--- config.mk ---
export PLATFORM = sky130hd
export DESIGN_NAME = uvep_host
export DESIGN_NICKNAME = d
export VERILOG_FILES = /design/src/hw/uvep_pkg.sv /design/src/hw/uvep_timer.sv /design/src/hw/uvep_host.sv
export SDC_FILE = /design/constraint.sdc
export NUM_CORES = 1
export LEC_CHECK = 0
export BUFFER_PORTS_ARGS = -buffer_cell sky130_fd_sc_hd__clkbuf_2
export CAP_MARGIN = 20
export CELL_PAD_IN_SITES_DETAIL_PLACEMENT = 1
export CELL_PAD_IN_SITES_GLOBAL_PLACEMENT = 2
export CORE_MARGIN = 10
export CORE_UTILIZATION = 40
export CTS_CLUSTER_DIAMETER = 120
export CTS_CLUSTER_SIZE = 14
export DETAILED_ROUTE_END_ITERATION = 10
export PLACE_DENSITY_LB_ADDON = 0.1
export SYNTH_ARGS = -nofsm -noshare
export SYNTH_HDL_FRONTEND = slang
export SYNTH_SLANG_ARGS = --single-unit
--- constraint.sdc ---
create_clock -name i_mclk -period 5.3 [get_ports i_mclk]
set_clock_uncertainty 0.05 [all_clocks]
set_input_delay 0.53 -clock i_mclk [delete_from_list [all_inputs] [get_ports i_mclk]]
set_output_delay 0.53 -clock i_mclk [all_outputs]
set_load 0.01 [all_outputs]
--- src/hw/uvep_pkg.sv ---
package uvep_pkg;
    // ==========================================================
    // geometry
    // ==========================================================
    localparam int ADDR_W = 8;       // eight address inputs
    localparam int DATA_W = 8;       // one byte per location
    localparam int DEPTH = 256;      // locations in the part
    // ==========================================================
    // clock and time figures
    // ==========================================================
    localparam int CLK_PS = 4000;            // 250 MHz period in ps
    localparam int ACCESS_NS = 1000;         // slowest access time
    localparam int GATE_SETUP_NS = 400;      // gate supply setup, slowest
    localparam int HOLD_VALID_NS = 5000;     // data stays after gate rises
    localparam int DESELECT_NS = 300;        // outputs float after this
    localparam int INV_ADDR_SETUP_US = 25;   // inverted address setup
    localparam int TRUE_ADDR_SETUP_US = 10;  // true address setup
    localparam int SUPPLY_SETUP_US = 100;    // supplies before pulse
    localparam int PULSE_US = 3000;          // program pulse, max 3 ms
    localparam int DATA_HOLD_US = 10;        // hold after pulse
    localparam int PASSES = 32;              // least number of passes
    // access, gate setup and deselect times round up; the rest, the pulse (a maximum) included, round down
    localparam int ACCESS_CYC = (ACCESS_NS * 1000 + CLK_PS - 1) / CLK_PS;
    localparam int GATE_SETUP_CYC =
        (GATE_SETUP_NS * 1000 + CLK_PS - 1) / CLK_PS;
    localparam int DESELECT_CYC = (DESELECT_NS * 1000 + CLK_PS - 1) / CLK_PS;
    localparam int INV_ADDR_CYC = (INV_ADDR_SETUP_US * 1000000) / CLK_PS;
    localparam int TRUE_ADDR_CYC = (TRUE_ADDR_SETUP_US * 1000000) / CLK_PS;
    localparam int SUPPLY_CYC = (SUPPLY_SETUP_US * 1000000) / CLK_PS;
    // a 3 ms product in ps would not fit a 32-bit int, so scale first
    localparam int PULSE_CYC = PULSE_US * (1000000 / CLK_PS);
    localparam int DATA_HOLD_CYC = (DATA_HOLD_US * 1000000) / CLK_PS;
    localparam int HOLD_VALID_CYC = (HOLD_VALID_NS * 1000) / CLK_PS;
    // ==========================================================
    // reset values
    // ==========================================================
    localparam logic [7:0] ADDR_RST = 8'h00;
    localparam logic [7:0] DATA_RST = 8'hFF;   // high = leave bit zero
endpackage : uvep_pkg

--- src/hw/uvep_timer.sv ---
`timescale 1ns/1ps
// ==============================================================
// down counter: load a count, pulse done once when it expires
// ==============================================================
module uvep_timer #(
    parameter int W = 24
) (
    input wire logic i_clk,
    input wire logic i_rstn,
    input wire logic i_load,
    input wire logic [W-1:0] i_count,
    output logic o_done
);
    logic [W-1:0] cnt_reg;      // remaining cycles
    logic run_reg;              // counting
    wire logic last_w = run_reg && (cnt_reg <= W'(1));
    // counter process
    always_ff @(posedge i_clk or negedge i_rstn)
        if (!i_rstn)
        begin
            cnt_reg <= '0;
            run_reg <= 1'b0;
            o_done <= 1'b0;
        end
        else
        begin
            o_done <= last_w;
            if (i_load)
            begin
                cnt_reg <= i_count;
                run_reg <= 1'b1;
            end
            else if (last_w)
                run_reg <= 1'b0;
            else if (run_reg)
                cnt_reg <= cnt_reg - W'(1);
        end
endmodule : uvep_timer

--- src/hw/uvep_host.sv ---
`timescale 1ns/1ps
module uvep_host #(
    parameter int PULSE_CYC = uvep_pkg::PULSE_CYC,
    parameter int SUPPLY_CYC = uvep_pkg::SUPPLY_CYC,
    parameter int INV_CYC = uvep_pkg::INV_ADDR_CYC,
    parameter int TRUE_CYC = uvep_pkg::TRUE_ADDR_CYC,
    parameter int HOLD_CYC = uvep_pkg::DATA_HOLD_CYC,
    parameter int PASSES = uvep_pkg::PASSES
) (
    input wire logic i_mclk,
    input wire logic i_resetn,
    input wire logic i_rd_req,          // read one byte
    input wire logic i_pgm_req,         // program one byte, or sweep all addresses when i_addr is FF and i_wdata 00
    input wire logic i_gate_pulse,      // switched gate supply mode
    input wire logic [7:0] i_addr,
    input wire logic [7:0] i_wdata,     // ones to be written
    input wire logic [7:0] i_data_pin,  // device outputs
    output logic [7:0] o_addr_pin,      // address lines
    output logic [7:0] o_data_pin,      // programming data lines
    output logic [7:0] o_data_oe_n,     // low while host drives data
    output logic o_cs_n,                // chip select, low active
    output logic o_gate_neg,            // gate supply at negative level
    output logic o_drain_neg,           // pulsed drain supply negative
    output logic o_pgm_pulse,           // program pulse
    output logic o_busy,
    output logic o_rd_valid,            // one-cycle read result strobe
    output logic [7:0] o_rdata,
    output logic o_pgm_done              // one-cycle done strobe, once per single byte or once at the end of a whole sweep
);
    // ==========================================================
    // reset release and elaboration checks
    // ==========================================================
    // refuse zero counts, a pulse count the 24-bit timer cannot hold, or passes the 6-bit pass counter cannot hold
    if (PULSE_CYC < 1 || SUPPLY_CYC < 1 || INV_CYC < 1 || TRUE_CYC < 1 ||
        HOLD_CYC < 1 || PASSES < 1 || PASSES > 64 || PULSE_CYC >= (1 << 24))
    begin : g_bad_cfg
        $error("uvep_host: timing count out of range");
    end
    logic rst1_reg, rst2_reg;   // two-stage reset release
    always_ff @(posedge i_mclk or negedge i_resetn)
        if (!i_resetn)
        begin
            rst1_reg <= 1'b0;
            rst2_reg <= 1'b0;
        end
        else
        begin
            rst1_reg <= 1'b1;
            rst2_reg <= rst1_reg;
        end
    wire logic rstn = rst2_reg;
    // ==========================================================
    // data pin synchroniser, three stages
    // ==========================================================
    logic [7:0] s1_reg, s2_reg, s3_reg, din_reg;
    always_ff @(posedge i_mclk or negedge rstn)
        if (!rstn)
        begin
            s1_reg <= 8'h00;
            s2_reg <= 8'h00;
            s3_reg <= 8'h00;
            din_reg <= 8'h00;
        end
        else
        begin
            s1_reg <= i_data_pin;
            s2_reg <= s1_reg;
            s3_reg <= s2_reg;
            // take a bit only once stages two and three agree
            din_reg <= (s2_reg & s3_reg) | (din_reg & (s2_reg | s3_reg));
        end
    // ==========================================================
    // state machine
    // ==========================================================
    typedef enum logic [10:0] {
        ST_IDLE = 11'b000_0000_0001,
        ST_RGATE = 11'b000_0000_0010,  // gate low before address
        ST_RACC = 11'b000_0000_0100,   // wait access time
        ST_RDONE = 11'b000_0000_1000,  // capture, gate up in pulsed gate mode
        ST_RDESEL = 11'b000_0001_0000, // wait outputs float
        ST_PINV = 11'b000_0010_0000,   // inverted address setup
        ST_PSUP = 11'b000_0100_0000,   // supplies negative
        ST_PTRUE = 11'b000_1000_0000,  // true address setup
        ST_PPULSE = 11'b001_0000_0000, // program pulse
        ST_PHOLD = 11'b010_0000_0000,  // hold after pulse
        ST_PNEXT = 11'b100_0000_0000   // advance sweep
    } uvep_state_t;
    uvep_state_t st_reg, st_next;
    logic [7:0] adr_reg;      // current target address
    logic [5:0] pass_reg;     // sweep pass count
    logic sweep_reg;          // sweeping all addresses
    logic gate_mode_reg;      // pulsed gate chosen for this read
    logic t_load;             // start timer
    logic [23:0] t_count;
    logic t_done;
    // ==========================================================
    // shared timer
    // ==========================================================
    uvep_timer #(.W(24)) u_timer (
        .i_clk(i_mclk),
        .i_rstn(rstn),
        .i_load(t_load),
        .i_count(t_count),
        .o_done(t_done)
    );
    wire logic sweep_end = (adr_reg == 8'hFF);
    wire logic pass_end = (pass_reg == 6'(PASSES - 1));
    // adr_reg loads on the same edge, so pins use the value it will take
    wire logic sweep_req = (i_addr == 8'hFF) && (i_wdata == 8'h00);
    wire logic [7:0] start_adr = sweep_req ? 8'h00 : i_addr;
    wire logic first_byte = (st_reg == ST_IDLE);
    wire logic [7:0] inv_adr = first_byte ? ~start_adr : ~(adr_reg + 8'h01);
    wire logic [7:0] pgm_dat = (first_byte && !sweep_req) ? ~i_wdata : 8'h00;
    // next state and timer loads
    always_comb
    begin
        st_next = st_reg;
        t_load = 1'b0;
        t_count = 24'h00_0000;
        case (st_reg)
            ST_IDLE:
                if (i_rd_req)
                begin
                    st_next = ST_RGATE;
                    t_load = 1'b1;
                    t_count = 24'(uvep_pkg::GATE_SETUP_CYC);
                end
                else if (i_pgm_req)
                begin
                    st_next = ST_PINV;
                    t_load = 1'b1;
                    t_count = 24'(INV_CYC);
                end
            ST_RGATE:
                if (t_done)
                begin
                    st_next = ST_RACC;
                    t_load = 1'b1;
                    t_count = 24'(uvep_pkg::ACCESS_CYC);
                end
            ST_RACC:
                if (t_done)
                    st_next = ST_RDONE;
            ST_RDONE:
            begin
                st_next = ST_RDESEL;
                t_load = 1'b1;
                t_count = 24'(uvep_pkg::DESELECT_CYC);
            end
            ST_RDESEL:
                if (t_done)
                    st_next = ST_IDLE;
            ST_PINV:
                if (t_done)
                begin
                    st_next = ST_PSUP;
                    t_load = 1'b1;
                    t_count = 24'(SUPPLY_CYC);
                end
            ST_PSUP:
                if (t_done)
                begin
                    st_next = ST_PTRUE;
                    t_load = 1'b1;
                    t_count = 24'(TRUE_CYC);
                end
            ST_PTRUE:
                if (t_done)
                begin
                    st_next = ST_PPULSE;
                    t_load = 1'b1;
                    t_count = 24'(PULSE_CYC);
                end
            ST_PPULSE:
                if (t_done)
                begin
                    st_next = ST_PHOLD;
                    t_load = 1'b1;
                    t_count = 24'(HOLD_CYC);
                end
            ST_PHOLD:
                if (t_done)
                    st_next = ST_PNEXT;
            ST_PNEXT:
                if (sweep_reg && !(sweep_end && pass_end))
                begin
                    st_next = ST_PINV;
                    t_load = 1'b1;
                    t_count = 24'(INV_CYC);
                end
                else
                    st_next = ST_IDLE;
            default:
                st_next = ST_IDLE;
        endcase
    end
    // ==========================================================
    // registers and pin drive
    // ==========================================================
    always_ff @(posedge i_mclk or negedge rstn)
        if (!rstn)
        begin
            st_reg <= ST_IDLE;
            adr_reg <= uvep_pkg::ADDR_RST;
            pass_reg <= 6'h00;
            sweep_reg <= 1'b0;
            gate_mode_reg <= 1'b0;
            o_addr_pin <= uvep_pkg::ADDR_RST;
            o_data_pin <= uvep_pkg::DATA_RST;
            o_data_oe_n <= 8'hFF;
            o_cs_n <= 1'b1;
            o_gate_neg <= 1'b0;
            o_drain_neg <= 1'b0;
            o_pgm_pulse <= 1'b0;
            o_busy <= 1'b0;
            o_rd_valid <= 1'b0;
            o_rdata <= 8'h00;
            o_pgm_done <= 1'b0;
        end
        else
        begin
            st_reg <= st_next;
            o_busy <= (st_next != ST_IDLE);
            o_rd_valid <= (st_reg == ST_RDONE);
            o_pgm_done <= (st_reg == ST_PNEXT) && (st_next == ST_IDLE);
            if (st_reg == ST_IDLE && i_rd_req)
            begin
                gate_mode_reg <= i_gate_pulse;
                adr_reg <= i_addr;
                o_cs_n <= 1'b0;
                o_gate_neg <= 1'b1;
            end
            else if (st_reg == ST_IDLE && i_pgm_req)
            begin
                // all-ones address with zero data runs the full sweep from zero
                sweep_reg <= sweep_req;
                adr_reg <= start_adr;
                pass_reg <= 6'h00;
            end
            if (st_reg == ST_RGATE && t_done)
                o_addr_pin <= adr_reg;
            if (st_reg == ST_RDONE)
            begin
                o_rdata <= din_reg;
                // device holds the byte after the gate rises
                if (gate_mode_reg)
                    o_gate_neg <= 1'b0;
                o_cs_n <= 1'b1;
            end
            if (st_reg == ST_RDESEL && t_done)
                o_gate_neg <= 1'b0;
            if (st_next == ST_PINV && st_reg != ST_PINV)
            begin
                o_addr_pin <= inv_adr;
                // low level writes a one, all bits together
                o_data_pin <= pgm_dat;
                o_data_oe_n <= 8'h00;
                o_cs_n <= 1'b0;
            end
            if (st_reg == ST_PINV && t_done)
            begin
                o_gate_neg <= 1'b1;
                o_drain_neg <= 1'b1;
            end
            if (st_reg == ST_PSUP && t_done)
                o_addr_pin <= adr_reg;
            o_pgm_pulse <= (st_next == ST_PPULSE);
            if (st_reg == ST_PHOLD && t_done)
            begin
                o_gate_neg <= 1'b0;
                o_drain_neg <= 1'b0;
                o_data_oe_n <= 8'hFF;
                o_data_pin <= uvep_pkg::DATA_RST;
                o_cs_n <= 1'b1;
            end
            if (st_reg == ST_PNEXT && sweep_reg)
            begin
                adr_reg <= adr_reg + 8'h01;
                if (sweep_end)
                    pass_reg <= pass_reg + 6'h01;
            end
        end
endmodule : uvep_host

==> Word level (Yosys, flattened, before mapping) <==
Cells that the tools add are included.
{ "classes": {"add_sub_neg": 3, "order_cmp": 1, "eq_ne": 20, "muxes": 59, "bitwise_logic": 8, "reduce_logical": 29} }
{ "op_table": {"columns": ["operator", "count"], "rows": [
  ["case mux 20 bit (7 select lines)", 1],
  ["case mux 11 bit (11 select lines)", 1],
  ["2-to-1 mux 8 bit", 14],
  ["2-to-1 mux 11 bit", 10],
  ["2-to-1 mux 24 bit", 3],
  ["2-to-1 mux 13 bit", 3],
  ["2-to-1 mux 6 bit", 5],
  ["less-or-equal comparator 24 x 1 -> 1 bit, second input constant", 1],
  ["inverter 8 bit", 3],
  ["subtractor 24 x 1 -> 24 bit, second input constant", 1],
  ["== test 11 x 1 -> 1 bit, second input constant", 2],
  ["== test 11 x 6 -> 1 bit, second input constant", 2],
  ["== test 11 x 9 -> 1 bit, second input constant", 2],
  ["2-to-1 mux 20 bit", 1],
  ["2-to-1 mux 1 bit", 18],
  ["AND 8 bit", 2],
  ["== test 8 bit, second input constant", 2],
  ["OR 8 bit", 2],
  ["logical AND 1 bit", 15],
  ["2-to-1 mux 15 bit", 1],
  ["2-to-1 mux 12 bit", 1],
  ["== test 11 x 10 -> 1 bit, second input constant", 1],
  ["== test 11 bit, second input constant", 1],
  ["== test 11 x 2 -> 1 bit, second input constant", 1],
  ["other kinds (21)", 27]
]} }
{ "totals": {"reg_bits": 126, "input_bits": 29, "out_inout_bits": 39} }

==> Longest topological paths before layout <==
{ "logic_depth": {"ltp_word": 10, "mapped_depth": 9} }

==> By module <==
From an unflattened synthesis, not the netlist that was laid out.
{ "hier_totals": {"cells_unflattened": 591, "hier_area_um2": 5984.5} }
{ "modules_own_cells": {"columns": ["module", "instances", "cells_each", "area_each_um2", "seq_area_each_um2"], "rows": [
  ["uvep_host", 1, 408, 4275.4, 2341.0],
  ["uvep_timer", 1, 183, 1709.1, 650.6]
]} }

==> Least setup slack after synthesis <==
Ideal clock, no wire load.
{ "synth_path": {"path_kind": "input to register", "start": "input i_wdata[0]", "end": "register adr_reg[6]", "setup_ns": 0.132, "arrival_ns": 2.147, "setup_slack_ns": 2.971, "cell_stages": 6, "n_path_buf": 1, "cell_sequence": "or4_1 -> or4_4 -> nand2b_1 -> clkbuf_1 -> a31oi_1 -> mux2i_1"} }
{ "synth_between": {"elab_chain_cells": 6} }
{ "synth_rtl": {"columns": ["item", "line_no", "rtl"], "rows": [
  ["start: declaration", "uvep_host.sv:16", "input wire logic [7:0] i_wdata,"],
  ["zero test 8 bit", "uvep_host.sv:109", "wire logic sweep_req = (i_addr == 8'hFF) && (i_wdata == 8'h00);"],
  ["logical AND 1 bit", "uvep_host.sv:109", null],
  ["2-to-1 mux 8 bit", "uvep_host.sv:110", "wire logic [7:0] start_adr = sweep_req ? 8'h00 : i_addr;"],
  ["2-to-1 mux 8 bit", "uvep_host.sv:233", "else if (st_reg == ST_IDLE && i_pgm_req)"],
  ["2-to-1 mux 8 bit", "uvep_host.sv:226", "if (st_reg == ST_IDLE && i_rd_req)"],
  ["2-to-1 mux 8 bit", "uvep_host.sv:276", "if (st_reg == ST_PNEXT && sweep_reg)"],
  ["end signal: assignment", "uvep_host.sv:229", "adr_reg <= i_addr;"],
  ["end signal: assignment", "uvep_host.sv:237", "adr_reg <= start_adr;"],
  ["end signal: assignment", "uvep_host.sv:278", "adr_reg <= adr_reg + 8'h01;"],
  ["end: declaration", "uvep_host.sv:89", "logic [7:0] adr_reg;"]
]} }
No other way between the ends. The select of a mux whose other input is x is not followed.
A chain may end at the register's enable or synchronous reset.

==> Final worst setup path <==
{ "layout_path": {"start": "register st_reg[1]", "end": "register u_timer.cnt_reg[3]"} }
{ "layout_between": {"elab_chain_cells": 5} }
{ "layout_rtl": {"columns": ["item", "line_no", "rtl"], "rows": [
  ["start: declaration", "uvep_host.sv:88", "uvep_state_t st_reg, st_next;"],
  ["start signal: assignment", "uvep_host.sv:222", "st_reg <= st_next;"],
  ["== test 11 x 2 -> 1 bit (tied with other cells)", "uvep_host.sv:120", "case (st_reg)"],
  ["OR reduction 5 bit (no source line)", null, null],
  ["case mux 1 bit (4 select lines)", "uvep_host.sv:120", null],
  ["!= test 2 bit (no source line) / nonzero test 2 bit (equally long branches)", null, null],
  ["AND reduction 2 bit (no source line)", null, null],
  ["end signal: assignment", "uvep_timer.sv:30", "cnt_reg <= i_count;"],
  ["end signal: assignment", "uvep_timer.sv:36", "cnt_reg <= cnt_reg - W'(1);"],
  ["end: declaration", "uvep_timer.sv:14", "logic [W-1:0] cnt_reg;"]
]} }
Several ways; a longest one is shown, not always the timed one.

==> results.yml <==
run_status:
  run_status: "finished clean"
synthesis:
  synth_cells: 579
  synth-edff-count: 0
  ys_seq_elements: 119
  synth_xor_area_share_pct: 3.46
  syn-num-nets: 612
  synth-simple-area-share_pct: 23.2
  synth_area_per_cell_sq_um: 10.1
  yosys.area_share.adder_pct: 2.23
  synth_compound_area_share_pct: 14.6
  synth_mux_area_share_pct: 0.709
  synthArstFlopShare_pct: 100
  synthFlopType: "dfrtp_1"
  synth_top_family_by_area: "simple AND/OR/NAND/NOR gates"
  yosysUniqueCellTypes: 73
  yosysSeqAreaShare_pct: 51.3
  yosys_warnings: 0
  syn-cell-area_sq_mm: 0.00583
grt:
  grt_pass1_wl_um: 27500
  overflow: 0
  grt_pass1_vias: 4997
  grt_antenna_before_repair: 0
  grt_max_degree: 85
  grt_usage_pct: 17.3
floorplan:
  die_x_um: 141
  dieHeight_um: 141
  dieArea_sq_mm: 0.0198
  start_util_pct: 40.4
  io_pins: 68
  core_area_sq_mm: 0.0144
  row_count: 44
cells_and_area:
  syn_to_final_growth_pct: 17.5
  largest_register_ffs: 24
  fin_area_sq_mm: 0.00685
  diodes: 0
  nets: 668
  final_layout_size_suffix_gt1_share_pct: 22.7
timing:
  relSlewSlack_pct: 40.7
  setup_slack_ns: 2.29
  rsz0062_at_grt: "no"
  tightestPinTransition_ns: 0.889
  min_period_ns: 3.01
  finalCritPeriodShare_pct: 56.8
  setup_tns_ns: 0
  finalSetupViolCount: 0
  maxSlewViolCount: 0
  finalHoldViolations: 0
  hold_slack_ns: 0.153
  max_freq_mhz: 332
routing:
  drt_wl_total_um: 16700
  drtIter0Drc: 273
  via_per_inst: 5.56
  first_pass_iters: 4
  route.detailed.drc: 0
  drtAntennaViolNets: 0
  wl_per_cell_um: 20.0
  vias: 4627
critical_path:
  critPathMaxFanout: 20
  start_kind: "register"
  rrSetupSlack_ns: 2.29
  critPathArrivalTime_ns: 3.27
  required_ns: 5.55
  endpoint_kind: "register"
  crit_type: "register to register"
clock_network:
  clock-root-buffer: "clkbuf_16"
  cts_resized: 0
  numCtsBuffers: 17
  hold_buffers: 1
  cts_tree: "done"
  clock_sinks: 119
  path_clk_slew_ns: 0.07
  htree_levels: 4
  clock_latency_ns: 0.43
  cts.path.max_buffers: 2
  postCtsSetupBuffers: 0
power:
  clkPwrFrac_pct: 35.8
  p_total_mw: 3.36
  switchingPower_mw: 1.22
  intPower_mw: 2.14
  pwr-share-comb_pct: 27.1
  pwr-share-seq_pct: 37.1
  ir_drop_v: 0.000278
  p_leak_nw: 3.11
  p_sw_share_pct: 36.4
  power_density_mw_per_mm2: 491
placement:
  io_buffers: 67
  dp_slack_ns: 2.25
  place_area_sq_mm: 0.00620
  gp_congestion: 0.895
  hpwl_um: 11800
worst_hold_path:
  hp-class: "input pin to register"
flow_run:
  maxCapViolations: 0
==> per-layer routing <==
layer	up-vias	GRT usage [%]	share of wire, %
met2	69	28.4	49
met5	-	0	0
met1	2341	21.4	46
li1	2198	-	-
met4	0	6.03	1.6
met3	19	4.70	3.4
==> placed cells by master, fill, tap and decap left out, types with 14 or more instances in the layout <==
cell,instances
dfrtp_1,107
a21oi_1,38
o21ai_0,14
clkbuf_16,17
nand3_1,15
clkbuf_2,67
nand4_1,14
nand2_1,78
nor2_1,57
==> power groups by stage <==
stage	sequential [mW]	clock (mW)	combinational, mW
2_1_floorplan	1.23	0	0.680
5_1_grt	1.28	1.27	1.02
3_3_place_gp	1.26	0	0.894
4_1_cts	1.26	1.22	0.914
6_report	1.25	1.20	0.912
3_5_place_dp	1.27	0	0.905
==> cell families (layout without fill, tap and decap cells) <==
| logic type | count (synthesis) | count (layout) |
|---|---|---|
| compound gates | 124 | 124 |
| xor+xnor | 23 | 23 |
| fa+ha+maj | 12 | 12 |
| buf+inv | 47 | 116 |
| flops | 119 | 119 |
| mux | 4 | 4 |
| other cells | 1 | 1 |
| simple gates | 249 | 249 |
==> per-stage QoR <==
stage                     std cells  utilization (%)
after global routing            832             47.5
after floorplan                 579                -
after global placement          798             43.0
after detailed placement        798             43.0
after CTS                       831             47.3
final                           832             47.5
==> final timing paths <==
path / from / cells after the start / endpoint
worst max-delay path: st_reg[1]$_DFF_PN0_ / 6 / u_timer.cnt_reg[3]$_DFFE_PN0P_
worst min-delay path: i_data_pin[3] / 1 / s1_reg[3]$_DFF_PN0_
worst max register to register: st_reg[1]$_DFF_PN0_ / 6 / u_timer.cnt_reg[3]$_DFFE_PN0P_
worst min register to register: rst2_reg$_DFF_PN0_ / 0 / s2_reg[4]$_DFF_PN0_
max in group asynchronous: rst2_reg$_DFF_PN0_ / 1 / st_reg[0]$_DFF_PN1_
min in group asynchronous: rst2_reg$_DFF_PN0_ / 0 / s2_reg[4]$_DFF_PN0_
==> cells in the mapped netlist, drive strengths merged, types with 4 or more instances <==
cell | count | share of area (%)
and4 | 4 | 0.60
xor2 | 12 | 1.8
or2 | 4 | 0.43
nor4 | 19 | 3.4
dfstp | 11 | 5.0
and2 | 5 | 0.54
a21oi | 39 | 3.4
dfrtp | 108 | 46
inv | 12 | 0.77
o22a | 5 | 0.75
nor2b | 4 | 0.43
o311ai | 9 | 1.4
nand2b | 5 | 0.54
or3 | 6 | 0.73
and3 | 5 | 0.54
buf | 23 | 2.9
nor3 | 13 | 1.2
a31oi | 12 | 1.3
or4 | 10 | 1.5
nand2 | 79 | 5.1
nand3 | 15 | 1.3
ha | 4 | 0.86
nand4 | 14 | 1.5
a211oi | 4 | 0.60
maj3 | 8 | 1.4
o21ai | 19 | 1.7
xnor2 | 11 | 1.7
o211ai | 9 | 1.2
o21a | 7 | 1.0
nor2 | 57 | 3.7
clkbuf | 12 | 0.77
==> critical path: stages (launching register included) <==
cell,delay [ns]
dfrtp_1,0.50
or4_4,0.62
or3_4,0.37
o32a_1,0.22
o21ai_2,0.71
and4_1,0.35
a22oi_1,0.08
==> final cells by class <==
class	count	area [sq um]
sequential	119	3000
clock inverter	15	179
tap	184	230
inverter	12	45.0
fill	1619	7580
timing repair buffer	72	395
clock buffer	17	425
multi-input combinational	413	2570
Power figures use the tool's default switching activity.
